**config.mk**
```make
export PLATFORM = sky130hd
export DESIGN_NAME = bef_host
export DESIGN_NICKNAME = d
export VERILOG_FILES = /design/src/shared/bef_pkg.sv /design/src/design/bef_bus_cycle.sv /design/src/design/bef_host.sv
export SDC_FILE = /design/constraint.sdc
export NUM_CORES = 1
export LEC_CHECK = 0
export ABC_AREA = 1
export BUFFER_PORTS_ARGS = -buffer_cell sky130_fd_sc_hd__buf_4
export CAP_MARGIN = 20
export CORE_MARGIN = 10
export CORE_UTILIZATION = 45
export CTS_BUF_LIST = sky130_fd_sc_hd__clkbuf_8 sky130_fd_sc_hd__clkbuf_16
export DETAILED_ROUTE_END_ITERATION = 12
export PLACE_DENSITY_LB_ADDON = 0.08
export SYNTH_ARGS = -nofsm -noshare
export SYNTH_HDL_FRONTEND = slang
export SYNTH_HIERARCHICAL = 1
export SYNTH_SLANG_ARGS = --single-unit
```
**constraint.sdc**
```tcl
create_clock -name clk_i -period 3.9 [get_ports clk_i]
set_input_delay 0.39 -clock clk_i [delete_from_list [all_inputs] [get_ports clk_i]]
set_output_delay 0.39 -clock clk_i [all_outputs]
set_load 0.1 [all_outputs]
```
**src/shared/bef_pkg.sv**
```systemverilog
// Contract
// - Identifier readout selected by select voltage on address bit nine.
// - Host holds all other address lines low during identifier readout; bit zero follows the request address to pick the code.
// - Write only with select and strobe low and output enable high.
// - Host ends erase with erase-verify; erase stops at that strobe rise.
// - Host programs every byte to all zeros before any chip erase.
// - After each erase host verifies every byte in order with erase-verify.
// - Host waits the recovery time after erase-verify before reading.
package bef_pkg;
  localparam int ADDR_W = 18;
  localparam logic [7:0] CMD_READ = 8'h00;
  localparam logic [7:0] CMD_RESET = 8'hff;
  localparam logic [7:0] CMD_ID = 8'h90;
  localparam logic [7:0] CMD_ERASE = 8'h20;
  localparam logic [7:0] CMD_ERASE_VERIFY = 8'ha0;
  localparam logic [7:0] CMD_PROGRAM = 8'h40;
  localparam logic [7:0] CMD_PROGRAM_VERIFY = 8'hc0;
  localparam logic [7:0] ERASED_BYTE = 8'hff;
  // Timing, in ns and derived cycle counts at the 20 MHz clock
  localparam int CLK_NS = 50;
  localparam int STROBE_NS = 100;
  localparam int STROBE_CYC = (STROBE_NS + CLK_NS - 1) / CLK_NS;
  localparam int ACCESS_NS = 150;
  localparam int ACCESS_CYC = (ACCESS_NS + CLK_NS - 1) / CLK_NS;
  localparam int RECOVER_NS = 6000;
  localparam int RECOVER_CYC = (RECOVER_NS + CLK_NS - 1) / CLK_NS;
  localparam int ERASE_NS = 10000000;
  localparam int ERASE_CYC = ERASE_NS / CLK_NS;
  localparam int PROG_NS = 10000;
  localparam int PROG_CYC = PROG_NS / CLK_NS;
  localparam int WAIT_W = 24;
  // Host operations
  typedef enum logic [2:0] {
    BEF_OP_READ = 3'b000,
    BEF_OP_PROGRAM = 3'b001,
    BEF_OP_ERASE = 3'b010,
    BEF_OP_ERASE_CHECK = 3'b011,
    BEF_OP_ID_READ = 3'b100,
    BEF_OP_RESET = 3'b101
  } bef_op_t;
  typedef struct packed {
    bef_op_t op;
    logic [ADDR_W-1:0] addr;
    logic [7:0] data;
  } bef_req_t;
  typedef struct packed {
    logic [7:0] data;
    logic pass;
  } bef_rsp_t;
  // Bus phase for one pin cycle
  typedef struct packed {
    logic wr;
    logic [ADDR_W-1:0] addr;
    logic [7:0] data;
  } bef_cyc_t;
endpackage

```
**src/design/bef_bus_cycle.sv**
```systemverilog
`timescale 1ns/1ns
// Runs one write or read cycle on the device pins
module bef_bus_cycle #(
  parameter int ADDR_W = bef_pkg::ADDR_W
) (
  input wire logic clk_i, // System clock
  input wire logic rst_n_i, // Async reset, active low
  input wire logic start_i, // Start one cycle
  input wire bef_pkg::bef_cyc_t cyc_i, // Cycle kind, address, data
  input wire logic [7:0] dq_i, // Data pins in
  output logic done_o, // Cycle finished pulse
  output logic [7:0] rdata_o, // Captured read data
  output logic ce_n_o, // Chip select
  output logic oe_n_o, // Output enable
  output logic we_n_o, // Write strobe
  output logic [ADDR_W-1:0] addr_o, // Address pins
  output logic [7:0] dq_o, // Data pins out
  output logic dq_oe_n_o // Data drive enable, low drives
);
  typedef enum logic [1:0] {
    BEF_C_IDLE = 2'b00,
    BEF_C_SETUP = 2'b01,
    BEF_C_ACTIVE = 2'b10,
    BEF_C_END = 2'b11
  } bef_cst_t;
  bef_cst_t st_q;
  logic [7:0] cnt_q;
  logic wr_q;

  // --------------------------------------------------------------
  // Pin sequencing
  // --------------------------------------------------------------
  // Address settles a cycle before the strobe falls so that the device
  // latches a stable address on the falling edge.
  always_ff @(posedge clk_i or negedge rst_n_i) begin
    if (!rst_n_i) begin
      st_q <= BEF_C_IDLE;
      cnt_q <= 8'h00;
      wr_q <= 1'b0;
      done_o <= 1'b0;
      rdata_o <= 8'h00;
      ce_n_o <= 1'b1;
      oe_n_o <= 1'b1;
      we_n_o <= 1'b1;
      addr_o <= '0;
      dq_o <= 8'h00;
      dq_oe_n_o <= 1'b1;
    end else begin
      done_o <= 1'b0;
      case (st_q)
        BEF_C_IDLE: begin
          if (start_i) begin
            wr_q <= cyc_i.wr;
            addr_o <= cyc_i.addr;
            dq_o <= cyc_i.data;
            dq_oe_n_o <= ~cyc_i.wr;
            st_q <= BEF_C_SETUP;
          end
        end
        BEF_C_SETUP: begin
          // Output enable stays high on writes
          ce_n_o <= 1'b0;
          we_n_o <= ~wr_q; // Address latched on this fall
          oe_n_o <= wr_q;
          cnt_q <= wr_q ? 8'(bef_pkg::STROBE_CYC) : 8'(bef_pkg::ACCESS_CYC);
          st_q <= BEF_C_ACTIVE;
        end
        BEF_C_ACTIVE: begin
          if (cnt_q <= 8'h01) begin
            if (!wr_q) begin
              rdata_o <= dq_i;
            end
            we_n_o <= 1'b1; // Data latched on this rise
            oe_n_o <= 1'b1;
            st_q <= BEF_C_END;
          end else begin
            cnt_q <= cnt_q - 8'h01;
          end
        end
        BEF_C_END: begin
          // Release select and data after the strobe for hold time
          ce_n_o <= 1'b1;
          dq_oe_n_o <= 1'b1;
          done_o <= 1'b1;
          st_q <= BEF_C_IDLE;
        end
        default: st_q <= BEF_C_IDLE;
      endcase
    end
  end
endmodule

```
**src/design/bef_host.sv**
```systemverilog
`timescale 1ns/1ns
// Host controller that sequences commands to a bulk-erase flash device
module bef_host #(
  parameter int ADDR_W = bef_pkg::ADDR_W,
  parameter int ERASE_CYC = bef_pkg::ERASE_CYC,
  parameter int RECOVER_CYC = bef_pkg::RECOVER_CYC,
  parameter int PROG_CYC = bef_pkg::PROG_CYC
) (
  input wire logic clk_i, // System clock, 20 MHz
  input wire logic rst_n_i, // Async reset, active low
  input wire logic req_valid_i, // Request present
  input wire bef_pkg::bef_req_t req_i, // Operation, address, data
  input wire logic supply_high_i, // Programming supply at high level
  input wire logic [7:0] dq_i, // Data pins in
  output logic req_ready_o, // Idle, request can be taken
  output logic rsp_valid_o, // Result pulse
  output bef_pkg::bef_rsp_t rsp_o, // Result data and check flag
  output logic busy_o, // Operation in progress
  output logic id_voltage_o, // Force select voltage on bit nine
  output logic ce_n_o, // Chip select
  output logic oe_n_o, // Output enable
  output logic we_n_o, // Write strobe
  output logic [ADDR_W-1:0] addr_o, // Address pins
  output logic [7:0] dq_o, // Data pins out
  output logic dq_oe_n_o // Data drive enable, low drives
);
  typedef enum logic [3:0] {
    BEF_IDLE = 4'b0000,
    BEF_CYC1 = 4'b0001,
    BEF_CYC2 = 4'b0010,
    BEF_WAIT = 4'b0011,
    BEF_CYC3 = 4'b0100,
    BEF_RECOVER = 4'b0101,
    BEF_CYC4 = 4'b0110,
    BEF_DONE = 4'b0111
  } bef_st_t;

  // Odd parity over a full byte, data bit seven included
  function automatic logic odd_parity(input logic [7:0] b);
    odd_parity = ^b;
  endfunction

  bef_st_t st_q;
  bef_pkg::bef_req_t req_q;
  logic [bef_pkg::WAIT_W-1:0] wait_q;
  logic start_q;
  bef_pkg::bef_cyc_t cyc_q;
  logic cyc_done;
  logic [7:0] cyc_rdata;

  // --------------------------------------------------------------
  // Pin cycle engine
  // --------------------------------------------------------------
  bef_bus_cycle #(.ADDR_W(ADDR_W)) u_cycle (
    .clk_i(clk_i),
    .rst_n_i(rst_n_i),
    .start_i(start_q),
    .cyc_i(cyc_q),
    .dq_i(dq_i),
    .done_o(cyc_done),
    .rdata_o(cyc_rdata),
    .ce_n_o(ce_n_o),
    .oe_n_o(oe_n_o),
    .we_n_o(we_n_o),
    .addr_o(addr_o),
    .dq_o(dq_o),
    .dq_oe_n_o(dq_oe_n_o)
  );

  // Commands need the high supply; without it only reads run
  function automatic logic needs_supply(input bef_pkg::bef_op_t op);
    needs_supply = (op != bef_pkg::BEF_OP_READ) &&
                   (op != bef_pkg::BEF_OP_ID_READ);
  endfunction

  // Build the pin cycle for a given step of the current operation
  function automatic bef_pkg::bef_cyc_t step_cyc(
    input bef_pkg::bef_req_t r, input logic [1:0] step);
    bef_pkg::bef_cyc_t c;
    c.wr = 1'b1;
    c.addr = '0;
    c.data = bef_pkg::CMD_READ;
    case (r.op)
      bef_pkg::BEF_OP_PROGRAM: begin
        // Setup, then address and byte, then verify code
        if (step == 2'd0) begin
          c.data = bef_pkg::CMD_PROGRAM;
        end else if (step == 2'd1) begin
          c.addr = r.addr;
          c.data = r.data;
        end else if (step == 2'd2) begin
          c.data = bef_pkg::CMD_PROGRAM_VERIFY;
        end else begin
          c.wr = 1'b0; // Latched address is read back
        end
      end
      bef_pkg::BEF_OP_ERASE: begin
        // Two erase codes, then erase-verify at address zero
        if (step == 2'd0 || step == 2'd1) begin
          c.data = bef_pkg::CMD_ERASE; // First one only arms
        end else if (step == 2'd2) begin
          c.data = bef_pkg::CMD_ERASE_VERIFY; // Ends erase
        end else begin
          c.wr = 1'b0;
        end
      end
      bef_pkg::BEF_OP_ERASE_CHECK: begin
        // Per-byte check, address latched with the command
        if (step == 2'd2) begin
          c.addr = r.addr;
          c.data = bef_pkg::CMD_ERASE_VERIFY;
        end else begin
          c.wr = 1'b0;
          c.addr = r.addr;
        end
      end
      bef_pkg::BEF_OP_RESET: begin
        c.data = bef_pkg::CMD_RESET; // Written twice
      end
      bef_pkg::BEF_OP_ID_READ: begin
        // Other address lines held low in this mode
        c.wr = 1'b0;
        c.addr = {{(ADDR_W-1){1'b0}}, r.addr[0]};
      end
      default: begin
        // Read code first, then the array read
        if (step == 2'd0) begin
          c.data = bef_pkg::CMD_READ;
        end else begin
          c.wr = 1'b0;
          c.addr = r.addr;
        end
      end
    endcase
    return c;
  endfunction

  // --------------------------------------------------------------
  // Operation sequencer
  // --------------------------------------------------------------
  // Program and erase are always closed by their verify command, so the
  // device never keeps a pulse running once this host moves on.
  always_ff @(posedge clk_i or negedge rst_n_i) begin
    if (!rst_n_i) begin
      st_q <= BEF_IDLE;
      req_q <= '0;
      wait_q <= '0;
      start_q <= 1'b0;
      cyc_q <= '0;
      req_ready_o <= 1'b0;
      rsp_valid_o <= 1'b0;
      rsp_o <= '0;
      busy_o <= 1'b0;
      id_voltage_o <= 1'b0;
    end else begin
      start_q <= 1'b0;
      rsp_valid_o <= 1'b0;
      case (st_q)
        BEF_IDLE: begin
          req_ready_o <= 1'b1;
          if (req_valid_i && req_ready_o) begin
            req_q <= req_i;
            req_ready_o <= 1'b0;
            busy_o <= 1'b1;
            if (needs_supply(req_i.op) && !supply_high_i) begin
              // Refused: device ignores commands without the supply
              rsp_o <= '0;
              st_q <= BEF_DONE;
            end else if (req_i.op == bef_pkg::BEF_OP_ID_READ) begin
              id_voltage_o <= 1'b1;
              cyc_q <= step_cyc(req_i, 2'd3);
              start_q <= 1'b1;
              st_q <= BEF_CYC4;
            end else if (req_i.op == bef_pkg::BEF_OP_ERASE_CHECK) begin
              cyc_q <= step_cyc(req_i, 2'd2);
              start_q <= 1'b1;
              st_q <= BEF_CYC3;
            end else begin
              cyc_q <= step_cyc(req_i, 2'd0);
              start_q <= 1'b1;
              st_q <= BEF_CYC1;
            end
          end
        end
        BEF_CYC1: begin
          if (cyc_done) begin
            cyc_q <= step_cyc(req_q, 2'd1);
            start_q <= 1'b1;
            st_q <= BEF_CYC2;
          end
        end
        BEF_CYC2: begin
          if (cyc_done) begin
            if (req_q.op == bef_pkg::BEF_OP_PROGRAM) begin
              wait_q <= bef_pkg::WAIT_W'(PROG_CYC);
              st_q <= BEF_WAIT;
            end else if (req_q.op == bef_pkg::BEF_OP_ERASE) begin
              // Host timer matches the device cap
              wait_q <= bef_pkg::WAIT_W'(ERASE_CYC);
              st_q <= BEF_WAIT;
            end else begin
              rsp_o.data <= cyc_rdata;
              rsp_o.pass <= 1'b1;
              st_q <= BEF_DONE;
            end
          end
        end
        BEF_WAIT: begin
          if (wait_q <= bef_pkg::WAIT_W'(1)) begin
            cyc_q <= step_cyc(req_q, 2'd2);
            start_q <= 1'b1;
            st_q <= BEF_CYC3;
          end else begin
            wait_q <= wait_q - bef_pkg::WAIT_W'(1);
          end
        end
        BEF_CYC3: begin
          if (cyc_done) begin
            // Margin voltages settle before the verify read
            wait_q <= bef_pkg::WAIT_W'(RECOVER_CYC);
            st_q <= BEF_RECOVER;
          end
        end
        BEF_RECOVER: begin
          if (wait_q <= bef_pkg::WAIT_W'(1)) begin
            cyc_q <= step_cyc(req_q, 2'd3);
            start_q <= 1'b1;
            st_q <= BEF_CYC4;
          end else begin
            wait_q <= wait_q - bef_pkg::WAIT_W'(1);
          end
        end
        BEF_CYC4: begin
          if (cyc_done) begin
            rsp_o.data <= cyc_rdata;
            case (req_q.op)
              bef_pkg::BEF_OP_PROGRAM:
                rsp_o.pass <= (cyc_rdata == req_q.data);
              bef_pkg::BEF_OP_ID_READ:
                rsp_o.pass <= odd_parity(cyc_rdata);
              default:
                rsp_o.pass <= (cyc_rdata == bef_pkg::ERASED_BYTE);
            endcase
            id_voltage_o <= 1'b0;
            st_q <= BEF_DONE;
          end
        end
        BEF_DONE: begin
          rsp_valid_o <= 1'b1;
          busy_o <= 1'b0;
          st_q <= BEF_IDLE;
        end
        default: st_q <= BEF_IDLE;
      endcase
    end
  end
endmodule

```
Word level (Yosys, flattened, before mapping)
Cells that the tools add are included.
Widths: inputs -> output; s select.
{"block": "classes", "eq_ne": 40, "muxes": 72, "shifts": 0, "n_lt_le_gt_ge": 2, "n_reduce_logical": 34, "add_sub_neg": 2, "n_div": 0, "bitwise_logic": 2, "multipliers": 0}
{"cell": "$mux 27", "count": 6}
{"cell": "$mux 24", "count": 5}
{"cell": "$pmux 27 s4", "count": 1}
{"cell": "$pmux 18 s2", "count": 2}
{"cell": "$pmux 24 s3", "count": 1}
{"cell": "$pmux 8 s3", "count": 3}
{"cell": "$mux 9", "count": 6}
{"cell": "$mux 4", "count": 7}
{"cell": "$pmux 4 s7", "count": 1}
{"cell": "$pmux 9 s3", "count": 1}
{"cell": "$mux 26", "count": 1}
{"cell": "$le 24x1->1 const B", "count": 1}
{"cell": "$mux 8", "count": 3}
{"cell": "$sub 24x1->24 const B", "count": 1}
{"cell": "$ne 2x2->1 const B", "count": 11}
{"cell": "$mux 1", "count": 18}
{"cell": "$eq 4x3->1 const B", "count": 4}
{"cell": "$pmux 8 s2", "count": 1}
{"cell": "$mux 3", "count": 5}
{"cell": "$pmux 1 s2", "count": 7}
{"cell": "$reduce_and 2->1", "count": 7}
{"cell": "$reduce_and 7->1", "count": 2}
{"cell": "$eq 3x2->1 const B", "count": 4}
{"cell": "$eq 3x3->1 const B", "count": 4}
{"cell": "other kinds (29)", "count": 50}
{"block": "word_totals", "wordCells": 178, "ram_bits": 0, "ff_bits": 148, "out_inout_bits": 43, "latchBits": 0, "memories": 0, "input_bits": 41, "romBits": 0}

Longest topological paths before layout
Gate-level depths: netlist (run 1).
{"block": "logic_depth", "word_depth": 7, "mapped_depth": 13, "depth_no_buf": 12}

Modules after synthesis
The synthesis (run 1) kept the hierarchy.
{"module": "bef_host", "instances": 1, "cells_each": 800, "area_each_um2": 5612.9, "seq_area_each_um2": 2427.3}
{"module": "bef_bus_cycle", "instances": 1, "cells_each": 208, "area_each_um2": 2214.6, "seq_area_each_um2": 1256.2}

Worst setup path before layout (run 1)
OpenSTA, ideal clock, no wires.
{"block": "synth_path", "path_type": "register to register", "startpoint": "register req_ready_o", "endpoint": "register cyc_q[12] (netlist bit)", "n_path_buf": 2, "path_slack_ns": 1.931, "arrival_ns": 1.904, "period_less_slack_ns": 1.969, "required_ns": 3.835, "stages_incl_launch_ff": 10, "setup_ns": 0.065, "path_cell_list": "dfrtp_1 nand2_1 nand2_2 nand2_1 nor2_2 o21a_1 buf_4 buf_6 nand2_1 nand2_1"}
{"block": "synth_between", "elab_chain_cells": 3}
{"item": "from (decl)", "line": "bef_host.sv:15", "source": "output logic req_ready_o,"}
{"item": "from (signal assigned)", "line": "bef_host.sv:150", "source": "req_ready_o <= 1'b0;"}
{"item": "from (signal assigned)", "line": "bef_host.sv:160", "source": "req_ready_o <= 1'b1;"}
{"item": "from (signal assigned)", "line": "bef_host.sv:163", "source": "req_ready_o <= 1'b0;"}
{"item": "$logic_and 1x1->1", "line": "bef_host.sv:161", "source": "if (req_valid_i && req_ready_o) begin"}
{"item": "$ne 2x2->1 (no line)"}
{"item": "$reduce_and 6->1 (no line)"}
{"item": "to (signal assigned)", "line": "bef_host.sv:171", "source": "cyc_q <= step_cyc(req_i, 2'd3);"}
{"item": "to (signal assigned)", "line": "bef_host.sv:175", "source": "cyc_q <= step_cyc(req_i, 2'd2);"}
{"item": "to (signal assigned)", "line": "bef_host.sv:179", "source": "cyc_q <= step_cyc(req_i, 2'd0);"}
{"item": "to (decl)", "line": "bef_host.sv:47", "source": "bef_pkg::bef_cyc_t cyc_q;"}
Every way passes these cells.
A chain may end at the register's enable or synchronous reset.

==> metrics, run 1 <==
outcome finished, final reports clean; IR drop worst, VDD approximately 300 uV; fin crit share approximately two thirds; Worst Skew between 7 and 8 ps; data required time at the worst endpoint approximately 4300 ps; worst-path cell chain nand2_2 > nor2_2 > inv_2 > nand2_1 > o22ai_1 > nor2_2 > o21a_1 > buf_4 > nand2_1 > nand2_1; Net Count, Synth about 1.1k; clock period minus final worst setup slack around 2700 ps; maximum fanout along the worst path 20; row count 48; number of max-slew violations in the final report 0; cell with the largest stage delay on the worst path nand2_1; kind of cell with the highest combined delay on the critical path simple AND/OR/NAND/NOR gates; count of port buffers added during placement 83; WL/cell around 15 um; Die Y 152 um; final net count 1129; total number of clock tree sinks 147; critical path start-end classification reg -> reg; worst min-delay path category in -> async; residual DRC count 0; number of flip-flops and latches in the synthesized netlist about 150; number of hold-repair buffers added at the cts stage 0; r2r startpoint st_q[0]; standard cell core area 17200 um^2; CTS HTree Levels 4; Die Outline Area 23100 um^2; final-report hold violation count 0; setup-violating endpoint count in the final report 0; RD Place Congestion approximately 0.88; number of buffers inserted during clock tree synthesis 17; number of vias after detailed routing between 6k and 7k; post-route ant nets 0; share of final-layout standard cells stronger than drive strength 1 roughly 18%; antenna violations before repair 0; vias per cell just over 5; unrepaired setup endpoints after global routing no; critical path launch point type flop; PD cells between 300 and 400 nW/um^2; Post-Place Cell Area roughly 8600 um^2; cell repeated most along the worst path nand2_1; Worst slew margin between 40 and 50%; CP Capture Type flop; top cells by area, synth dfrtp_1 (46%), nand2_1 (20%), nor2_1 (4.2%), mux2_2 (3.5%), inv_1 (3.2%); residual overflow from global routing 0; primary flip-flop cell chosen by synthesis mapping dfrtp_1; Post-CTS Resized 0; TritonCTS clock tree built; total length of routed wires 19700 um; root cell of the clock tree clkbuf_16; worst-case clock buffer depth 2; largest area contributor in the synthesized netlist dfrtp_1; Global Route Usage Sum between 10% and 20%; count of cell types in the netlist between 40 and 50; number of enable-type register cells in the synthesized netlist 0; antenna diode count 0; arrival time at the worst endpoint around 3000 ps; Starting Density 45.6%; transition at the pin with the smallest max-transition slack 808 ps; static leakage 5.01 nW; layout overhead on the synthesized area 16.4%; fraction of registers with async set/reset 100%; pin count of the biggest net entering global routing 87; Final Power approximately 0.0031 W; achievable clock frequency 374 MHz; number of violations reported at the end of detailed-routing iteration 0 370; Crit path largest cell delay 580 ps; number of iterations in the first detailed-routing pass 5; first-pass GRT wire length about 33000 um; gate count after technology mapping ~1.0k; mean instance size in the synthesized netlist a little under 8 um^2; Worst Setup SP st_q[0]; clock-pin slew reported for the worst setup and hold paths after clock tree synthesis ~60 ps; post-synthesis cell area 7830 um^2; fraction of the yosys area taken by sequential cells 47.1%; clk_lat worst skew roughly 420 ps; proportion of netlist area held by the largest area contributor a little under half; summed area of non-filler cells in the final layout 9110 um^2; via count of the first global-routing pass roughly 6.4k; number of max-cap violations 0; half-perimeter wire length after placement about 14000 um; Die Span X ~150 um; number of placed I/O pins 84; setup fix buffers added after clock tree synthesis 0; setup TNS 0 ps; number of warning messages in the yosys log 6; crit path buf inv count 2
==> per-stage QoR <==
stage | setup slack (ps) | hold WS, ps | cells | util (%)
CTS | 1220 | 61.6 | 1317 | 53.0
detailed placement | 1230 | 455 | 1286 | 49.8
global route | 963 | 81.9 | 1317 | 53.0
finish | 1230 | 19.7 | 1317 | 53.0
global placement | 1360 | 453 | 1286 | 49.8
floorplan | 1930 | 94.4 | 1008 | -
==> sequential cells by signal, indices dropped and copies added, names as in the netlist, 2 cells and up <==
name             cells
wait_q              24
u_cycle/dq_o         8
cyc_q               27
u_cycle/cnt_q        8
u_cycle/rdata_o      8
req_q               29
u_cycle/addr_o      18
u_cycle/st_q         2
rsp_o                9
st_q                 3
==> final timing paths <==
| path | end | slack, ps | depth (start not counted) |
|---|---|---|---|
| max | cyc_q[11] | 1230 | 10 |
| min | u_cycle/cnt_q[5] | 20 | 1 |
| max reg2reg | cyc_q[11] | 1230 | 10 |
| min reg2reg | u_cycle/ce_n_o | 460 | 2 |
| max in group asynchronous | u_cycle/addr_o[10] | 3070 | 2 |
| min in group clk_i | u_cycle/rdata_o[6] | 170 | 3 |
==> logic make-up (layout without fill, tap and decap cells) <==
| family | Yosys count | after routing | share of synthesized area, % |
|---|---|---|---|
| buffers and inverters | 114 | 198 | 6.76 |
| AOI/OAI and AO/OA | 95 | 95 | 7.23 |
| adders and majority gates | 8 | 8 | 1.28 |
| DFF | 147 | 147 | 47.1 |
| muxes | 26 | 26 | 3.84 |
| and+or+nand+nor | 606 | 606 | 32.5 |
| xor gates and xnor gates | 12 | 12 | 1.34 |
==> power breakdown <==
part	switching (W)	internal, W	leakage [nW]
combinational	0.0000566	0.0000341	2.82
sequential	0.000000271	0.00153	1.92
clock	0.000644	0.000888	0.269
total	0.000701	0.00245	5.01
==> cell usage in the layout (no fill, tap or decap), types with 3 or more instances in the layout <==
| cell type | Yosys | layout |
|---|---|---|
| nand2_2 | 9 | 9 |
| nand4_1 | 29 | 29 |
| o21ai_0 | 42 | 42 |
| inv_1 | 67 | 70 |
| dfrtp_1 | 143 | 143 |
| nand2_1 | 410 | 410 |
| a21oi_1 | 12 | 12 |
| xor2_1 | 10 | 10 |
| or2_2 | 5 | 5 |
| inv_2 | 10 | 10 |
| o21a_1 | 3 | 3 |
| nor2_2 | 7 | 8 |
| nor2_1 | 87 | 86 |
| ha_1 | 8 | 8 |
| buf_4 | 4 | 86 |
| dfstp_2 | 4 | 4 |
| nor3_1 | 4 | 4 |
| nand3b_1 | 3 | 3 |
| a31oi_1 | 6 | 6 |
| mux2_2 | 24 | 24 |
| clkbuf_16 | 0 | 17 |
| nand3_1 | 39 | 39 |
| o21ai_1 | 11 | 11 |
| o31ai_1 | 10 | 10 |
| nand3_2 | 4 | 4 |
| inv_6 | 0 | 3 |
| clkinvlp_4 | 0 | 4 |
==> cell type report <==
class / count / area, um^2
Sequential cell: 147 / 3680
Multi-Input combinational cell: 747 / 3620
Tap cell: 225 / 282
Fill cell: 1741 / 8070
Clock inverter: 13 / 111
Clock buffer: 18 / 439
Timing Repair Buffer: 88 / 677
Inverter: 79 / 299
==> routing by layer <==
layer / track usage, % / up-vias / share of wire, %
li1: - / 3363 / -
met1: 22.7 / 3151 / 48
met2: 27.1 / 108 / 48
met3: 3.98 / 10 / 3.0
met4: 3.90 / 0 / 0.98
met5: 0 / - / 0
==> Yosys cell counts (5+ instances only) <==
cell	instances
a21oi_1	12
a31oi_1	6
buf_2	12
buf_6	9
clkbuf_1	9
dfrtp_1	143
ha_1	8
inv_1	67
inv_2	10
mux2_2	24
nand2_1	410
nand2_2	9
nand3_1	39
nand4_1	29
nor2_1	87
nor2_2	7
o21ai_0	42
o21ai_1	11
o31ai_1	10
or2_2	5
xor2_1	10
No activity file was read; power rests on OpenSTA's default activity.
==> inputs of run 2 (changes only) <==
Settings changed: ABC_AREA 1 to 0.
Clock period 3.9 ns to 2.73 ns, I/O delays scaled along.
==> metrics, run 2 <==
outcome finished, final reports clean; adder and majority cell fraction of the synthesized area around 1.4%; critical path launch point type flop; final cell utilization of the core between 50 and 60%; critical path start-end classification reg -> reg; Top Registers req_q x29, cyc_q x27, wait_q x24; largest area contributor in the synthesized netlist dfrtp_1; RD Place Congestion 0.886; combinational family with the most area after synthesis compound AO/OA/AOI/OAI gates; achievable clock frequency 385 MHz; leading cell type in the layout, fill and taps excluded dfrtp_1; fraction of power consumed by the clock network between 20% and 30%; placed cells between 900 and 1k; Starting Density ~46%; number of max-slew violations in the final report 0; Worst Skew approximately 12 ps; worst-case clock buffer depth 2; Worst slew margin between 50% and 60%; post-route ant nets 0; number of iterations in the first detailed-routing pass 5; final-report hold violation count 0; share of synthesized area spent on multiplexers between 10% and 20%; cell with the largest stage delay on the worst path or4_4; fraction of the yosys area taken by sequential cells between 50% and 60%; setup-violating endpoint count in the final report 0; top register by number of flip-flops req_q; antenna diode count 0; total area of sequential cells about 3700 um^2; post-synthesis cell area a little over 7000 um^2; total length of routed wires approximately 17000 um; count of cell types in the netlist 67; number of vias after detailed routing about 5.5k; most frequent cell after synthesis dfrtp_1; end point of the critical path cyc_q[5]; Global Route Usage Sum between 10% and 20%; worst min-delay path category in -> reg; Sw Share a little under half; IR drop worst, VDD 598 uV; gate count after technology mapping between 600 and 700; PD cells 1340 nW/um^2; number of flip-flops under the largest register name 29; Simple-Gate Fraction of Synth Area 14.2%; Die Outline Area roughly 21000 um^2; Post-Route Hold Slack 60.6 ps; static leakage slightly below 4 nW; top cells by area, synth dfrtp_1 (50%), mux2_2 (11%), nand2_1 (3.5%), o21ai_0 (3.2%), a21oi_1 (2.5%); row count 45; clk_lat worst skew 420 ps; xor and xnor area share after synthesis ~2.3%; vias per cell between 5 and 6; antenna violations before repair 0; total number of clock tree sinks 147; number of placed I/O pins 84; first-pass GRT wire length 29100 um; fill cell instance count of the final layout roughly 1.3k; worst reg2reg path depth 7; standard cell core area between 15000 and 20000 um^2; mean instance size in the synthesized netlist ~10 um^2; Worst R2R End cyc_q[5]; residual overflow from global routing 0; half-perimeter wire length after placement roughly 12000 um; root cell of the clock tree clkbuf_16; ranking of synthesized cells by instance count dfrtp_1 (143), mux2_2 (69), nand2_1 (67); Net Count, Synth between 700 and 800; filler-free cell count of the finished design around 1.0k; number of max-cap violations 0; multi-input gate area in the final layout 3240 um^2; number of flip-flops and latches in the synthesized netlist approximately 150; arrival time at the worst endpoint around 2900 ps; fin crit share 95.1%; total net switching power ~0.0054 W; clock-pin slew reported for the worst setup and hold paths after clock tree synthesis roughly 60 ps; via count of the first global-routing pass around 5.6k; Worst Setup SP wait_q[14]; pin count of the biggest net entering global routing 87; Die Span X about 150 um; number of warning messages in the yosys log 6; Final Power ~0.012 W; r2r startpoint wait_q[14]; CP Capture Type flop; worst setup slack for register-to-register paths approximately 140 ps; portion of total power attributed to combinational logic 46.4%; setup TNS 0 ps; proportion of netlist area held by the largest area contributor approximately 50%; highest-count cells in the layout ignoring fill and taps dfrtp_1 (143), buf_4 (108), mux2_2 (69), nand2_1 (67), o21ai_0 (46); primary flip-flop cell chosen by synthesis mapping dfrtp_1; data required time at the worst endpoint just over 3000 ps; fraction of registers with async set/reset between 90% and 100%; register share of total power between 30 and 40%; worst-path cell chain or4_4 > or3_4 > nor4_2 > buf_4 > a221oi_4 > inv_2 > mux2_2; TritonCTS clock tree built; unrepaired setup endpoints after global routing no; clock period minus final worst setup slack between 2000 and 3000 ps; WL/cell between 15 and 20 um; compound-gate portion of the synthesized area approximately 15%; CTS HTree Levels 4; Die Y approximately 150 um; number of violations reported at the end of detailed-routing iteration 0 between 400 and 500; share of final-layout standard cells stronger than drive strength 1 between 20 and 30%; count of port buffers added during placement 83; layout overhead on the synthesized area 22.9%; Cell Int Power 0.00642 W; maximum fanout along the worst path 10; residual DRC count 0; Crit path largest cell delay about 570 ps; number of buffers inserted during clock tree synthesis 17; final net count between 800 and 900; number of enable-type register cells in the synthesized netlist 0; transition at the pin with the smallest max-transition slack roughly 640 ps
run 2: worst min-delay path by stage:
| stage | start | to | slack, ps | cells past startpoint |
|---|---|---|---|---|
| 3_3_place_gp | rst_n_i | wait_q[2] | 110 | 1 |
| 2_1_floorplan | rst_n_i | busy_o | -20 | 0 |
| 3_5_place_dp | rst_n_i | wait_q[2] | 100 | 1 |
| 6_report | req_i[1] | req_q[1] | 60 | 3 |
| 4_1_cts | req_i[1] | req_q[1] | 40 | 3 |
| 5_1_grt | dq_i[6] | u_cycle/rdata_o[6] | 60 | 2 |
run 2: what timing repair did:
action | CTS | global route
gates resized for setup | 0 | 1
buffers inserted | 0 | 0
setup endpoints to repair | 0 | 10
endpoints found under the hold margin | 21 | 0
hold buffers | 1 | 0
run 2: kinds of logic (layout without fill, tap and decap cells):
family	after synthesis	after routing
simple gates	202	202
compound gates	176	176
flops	147	147
mux	76	76
buf+inv	57	165
xor+xnor	19	19
fa+ha+maj	8	8
run 2: metal layers:
| layer | vias up | global-route usage [%] | share of wire, % |
|---|---|---|---|
| met5 | - | 0 | 0 |
| met2 | 112 | 25.5 | 48 |
| met1 | 2713 | 22.3 | 47 |
| li1 | 2683 | - | - |
| met4 | 0 | 4.30 | 0.78 |
| met3 | 10 | 4.22 | 4.3 |
run 2: worst max-delay path: cells and delay by family (launching register included):
family | cells | cell delay [ps]
flip-flops | 1 | 400
AND/OR/NAND/NOR | 3 | 1280
multiplexers | 1 | 340
buffers and inverters | 2 | 340
AO/OA/AOI/OAI | 1 | 130
run 2: power by group through the flow:
stage / sequential (W) / combinational (W) / clock (W)
4_1_cts: 0.00390 / 0.00549 / 0.00248
3_3_place_gp: 0.00390 / 0.00539 / 0
6_report: 0.00391 / 0.00547 / 0.00242
3_5_place_dp: 0.00393 / 0.00547 / 0
5_1_grt: 0.00405 / 0.00594 / 0.00258
2_1_floorplan: 0.00506 / 0.00282 / 0
run 2: layout make-up:
cell class / count / area share, %
clock buffers: 17 / 4.85
clock inverters: 15 / 2.13
inverters: 19 / 0.813
multi-input cells: 481 / 36.9
flip-flops and latches: 147 / 42.0
well taps: 211 / 3.01
repair buffers: 114 / 10.3
run 2: stage by stage:
step                      setup WS (ps)  cell area (um^2)
final                               135              8770
after global routing               25.9              8770
after CTS                           101              8770
after detailed placement            121              8150
after global placement              175              8150
after floorplan                     269              7140
==> inputs of run 3 (changes only) <==
Settings changed: CORE_ASPECT_RATIO from default to 1.75.
==> metrics, run 3 (synthesis results as in run 2) <==
vias per cell between 5 and 6; data required time at the worst endpoint 3030 ps; Die Outline Area 21500 um^2; clock period minus final worst setup slack between 2000 and 3000 ps; first-pass GRT wire length about 30000 um; standard cell core area roughly 15000 um^2; total length of routed wires 18300 um; worst min-delay path category in -> reg; clk_lat worst skew about 420 ps; outcome finished, final reports clean; maximum fanout along the worst path 43; number of max-cap violations 0; static leakage slightly below 4 nW; critical path launch point type flop; fill cell instance count of the final layout around 1.4k; Worst Skew 17.1 ps; met3 Use GR approximately 4.4%; cell with the largest stage delay on the worst path or4_4; unrepaired setup endpoints after global routing no; final net count a little over 800; highest-count cells in the layout ignoring fill and taps dfrtp_1 (143), buf_4 (107), mux2_2 (69), nand2_1 (67), o21ai_0 (46); residual DRC count 0; transition at the pin with the smallest max-transition slack ~780 ps; worst-case clock buffer depth 2; worst-path cell chain or4_4 > or3_4 > nor4_2 > buf_4 > a221oi_4 > buf_12 > mux2_1; fin crit share ~94%; total number of clock tree sinks 147; root cell of the clock tree clkbuf_16; number of vias after detailed routing roughly 5.5k; number of placed I/O pins between 80 and 90; antenna violations before repair 0; post-route ant nets 0; met1 Resource Use GR 17.8%; kind of cell with the highest combined delay on the critical path simple AND/OR/NAND/NOR gates; number of violations reported at the end of detailed-routing iteration 0 251; total area of sequential cells roughly 3700 um^2; TritonCTS clock tree built; share of final-layout standard cells stronger than drive strength 1 between 20% and 30%; top register by number of flip-flops req_q; pin count of the biggest net entering global routing 60; IR drop worst, VDD 827 uV; RD Place Congestion a little under 0.9; arrival time at the worst endpoint around 2900 ps; setup fix buffers added after clock tree synthesis 0; Top Registers req_q x29, cyc_q x27, wait_q x24; Die Span X 115 um; CTS HTree Levels 4; number of iterations in the first detailed-routing pass 4; summed area of non-filler cells in the final layout 8670 um^2; clock-pin slew reported for the worst setup and hold paths after clock tree synthesis around 70 ps; number of flip-flops under the largest register name 29; half-perimeter wire length after placement ~14000 um; Post-Place Cell Area around 8000 um^2; Die Y between 150 and 200 um; met2 demand-to-capacity share in global routing around a third; number of max-slew violations in the final report 0; multi-input gate area in the final layout roughly 3200 um^2; critical path start-end classification reg -> reg; antenna diode count 0; count of port buffers added during placement 83; Most Crowded Layer GR met2; final-report hold violation count 0; number of buffers inserted during clock tree synthesis 17; Crit path largest cell delay roughly 560 ps; via count of the first global-routing pass 5840; achievable clock frequency 388 MHz; WL/cell 18.7 um; crit path buf inv count 2; setup TNS 0 ps; leading cell type in the layout, fill and taps excluded dfrtp_1; Starting Density 46.1%; residual overflow from global routing 0; Worst slew margin 47.9%; row count 60; Final Power 0.0120 W; CP Capture Type flop; layout overhead on the synthesized area 21.5%; Global Route Usage Sum between 15 and 20%; PD cells 1380 nW/um^2; setup-violating endpoint count in the final report 0
==> run 3: cell types whose count changed in the layout (fill, tap and decap cells not counted), sizes merged <==
cell      before  now
inv           27   28
bufinv         2    0
buf          113  110
clkinv         3    5
clkinvlp       2    1
==> run 3: final timing paths <==
check	from	to	slack, ps	cells after the start
setup / recovery	wait_q[14]	cyc_q[4]	150	7
hold / removal	dq_i[7]	u_cycle/rdata_o[7]	80	2
setup reg to reg	wait_q[14]	cyc_q[4]	150	7
hold reg to reg	cyc_q[17]	cyc_q[17]	480	2
max in group asynchronous	rst_n_i	req_q[6]	1550	3
min in group asynchronous	rst_n_i	wait_q[11]	410	2
==> run 3: cell type report <==
cell class	instances	area share (%)
Sequential cell	147	42.5
Multi-Input combinational cell	481	37.3
Timing Repair Buffer	111	9.97
Clock buffer	17	4.91
Tap cell	186	2.68
Clock inverter	15	1.80
Inverter	19	0.822
==> run 3: metrics by stage <==
stage          hold WS, ps  instances  util [%]  setup WS [ps]
2_1_floorplan        -22.6        685         -            269
3_5_place_dp           301        942      52.2            160
6_report              81.4        976      56.1            155
4_1_cts               66.5        975      56.0            141
3_3_place_gp           308        942      52.2            204
5_1_grt               71.4        976      56.1           16.8
==> run 3: per-layer routing <==
metal  up-vias  share of wire, %  wire length (um)
met5         -                 0                 0
met4         0               2.7               496
met3        22               3.7               675
met2       107                56             10300
met1      2742                37              6790
li1       2647                 -                 -
==> run 3: what timing repair did <==
| action | 4_1_cts | 5_1_grt |
|---|---|---|
| hold buffers | 1 | 0 |
| endpoints found under the hold margin | 55 | 0 |
| gates resized for setup | 0 | 0 |
==> run 3: worst register-to-register path, stage by stage (launching register included) <==
cell	delay, ps
dfrtp_1	400
or4_4	560
or3_4	380
nor4_2	300
buf_4	200
a221oi_4	80
buf_12	200
mux2_1	330
==> run 3: report_power, final <==
part           total (W)  internal [W]  switching (W)
Sequential       0.00408       0.00314       0.000943
Clock            0.00228       0.00123        0.00106
Combinational    0.00559       0.00197        0.00363
Total             0.0120       0.00633        0.00563
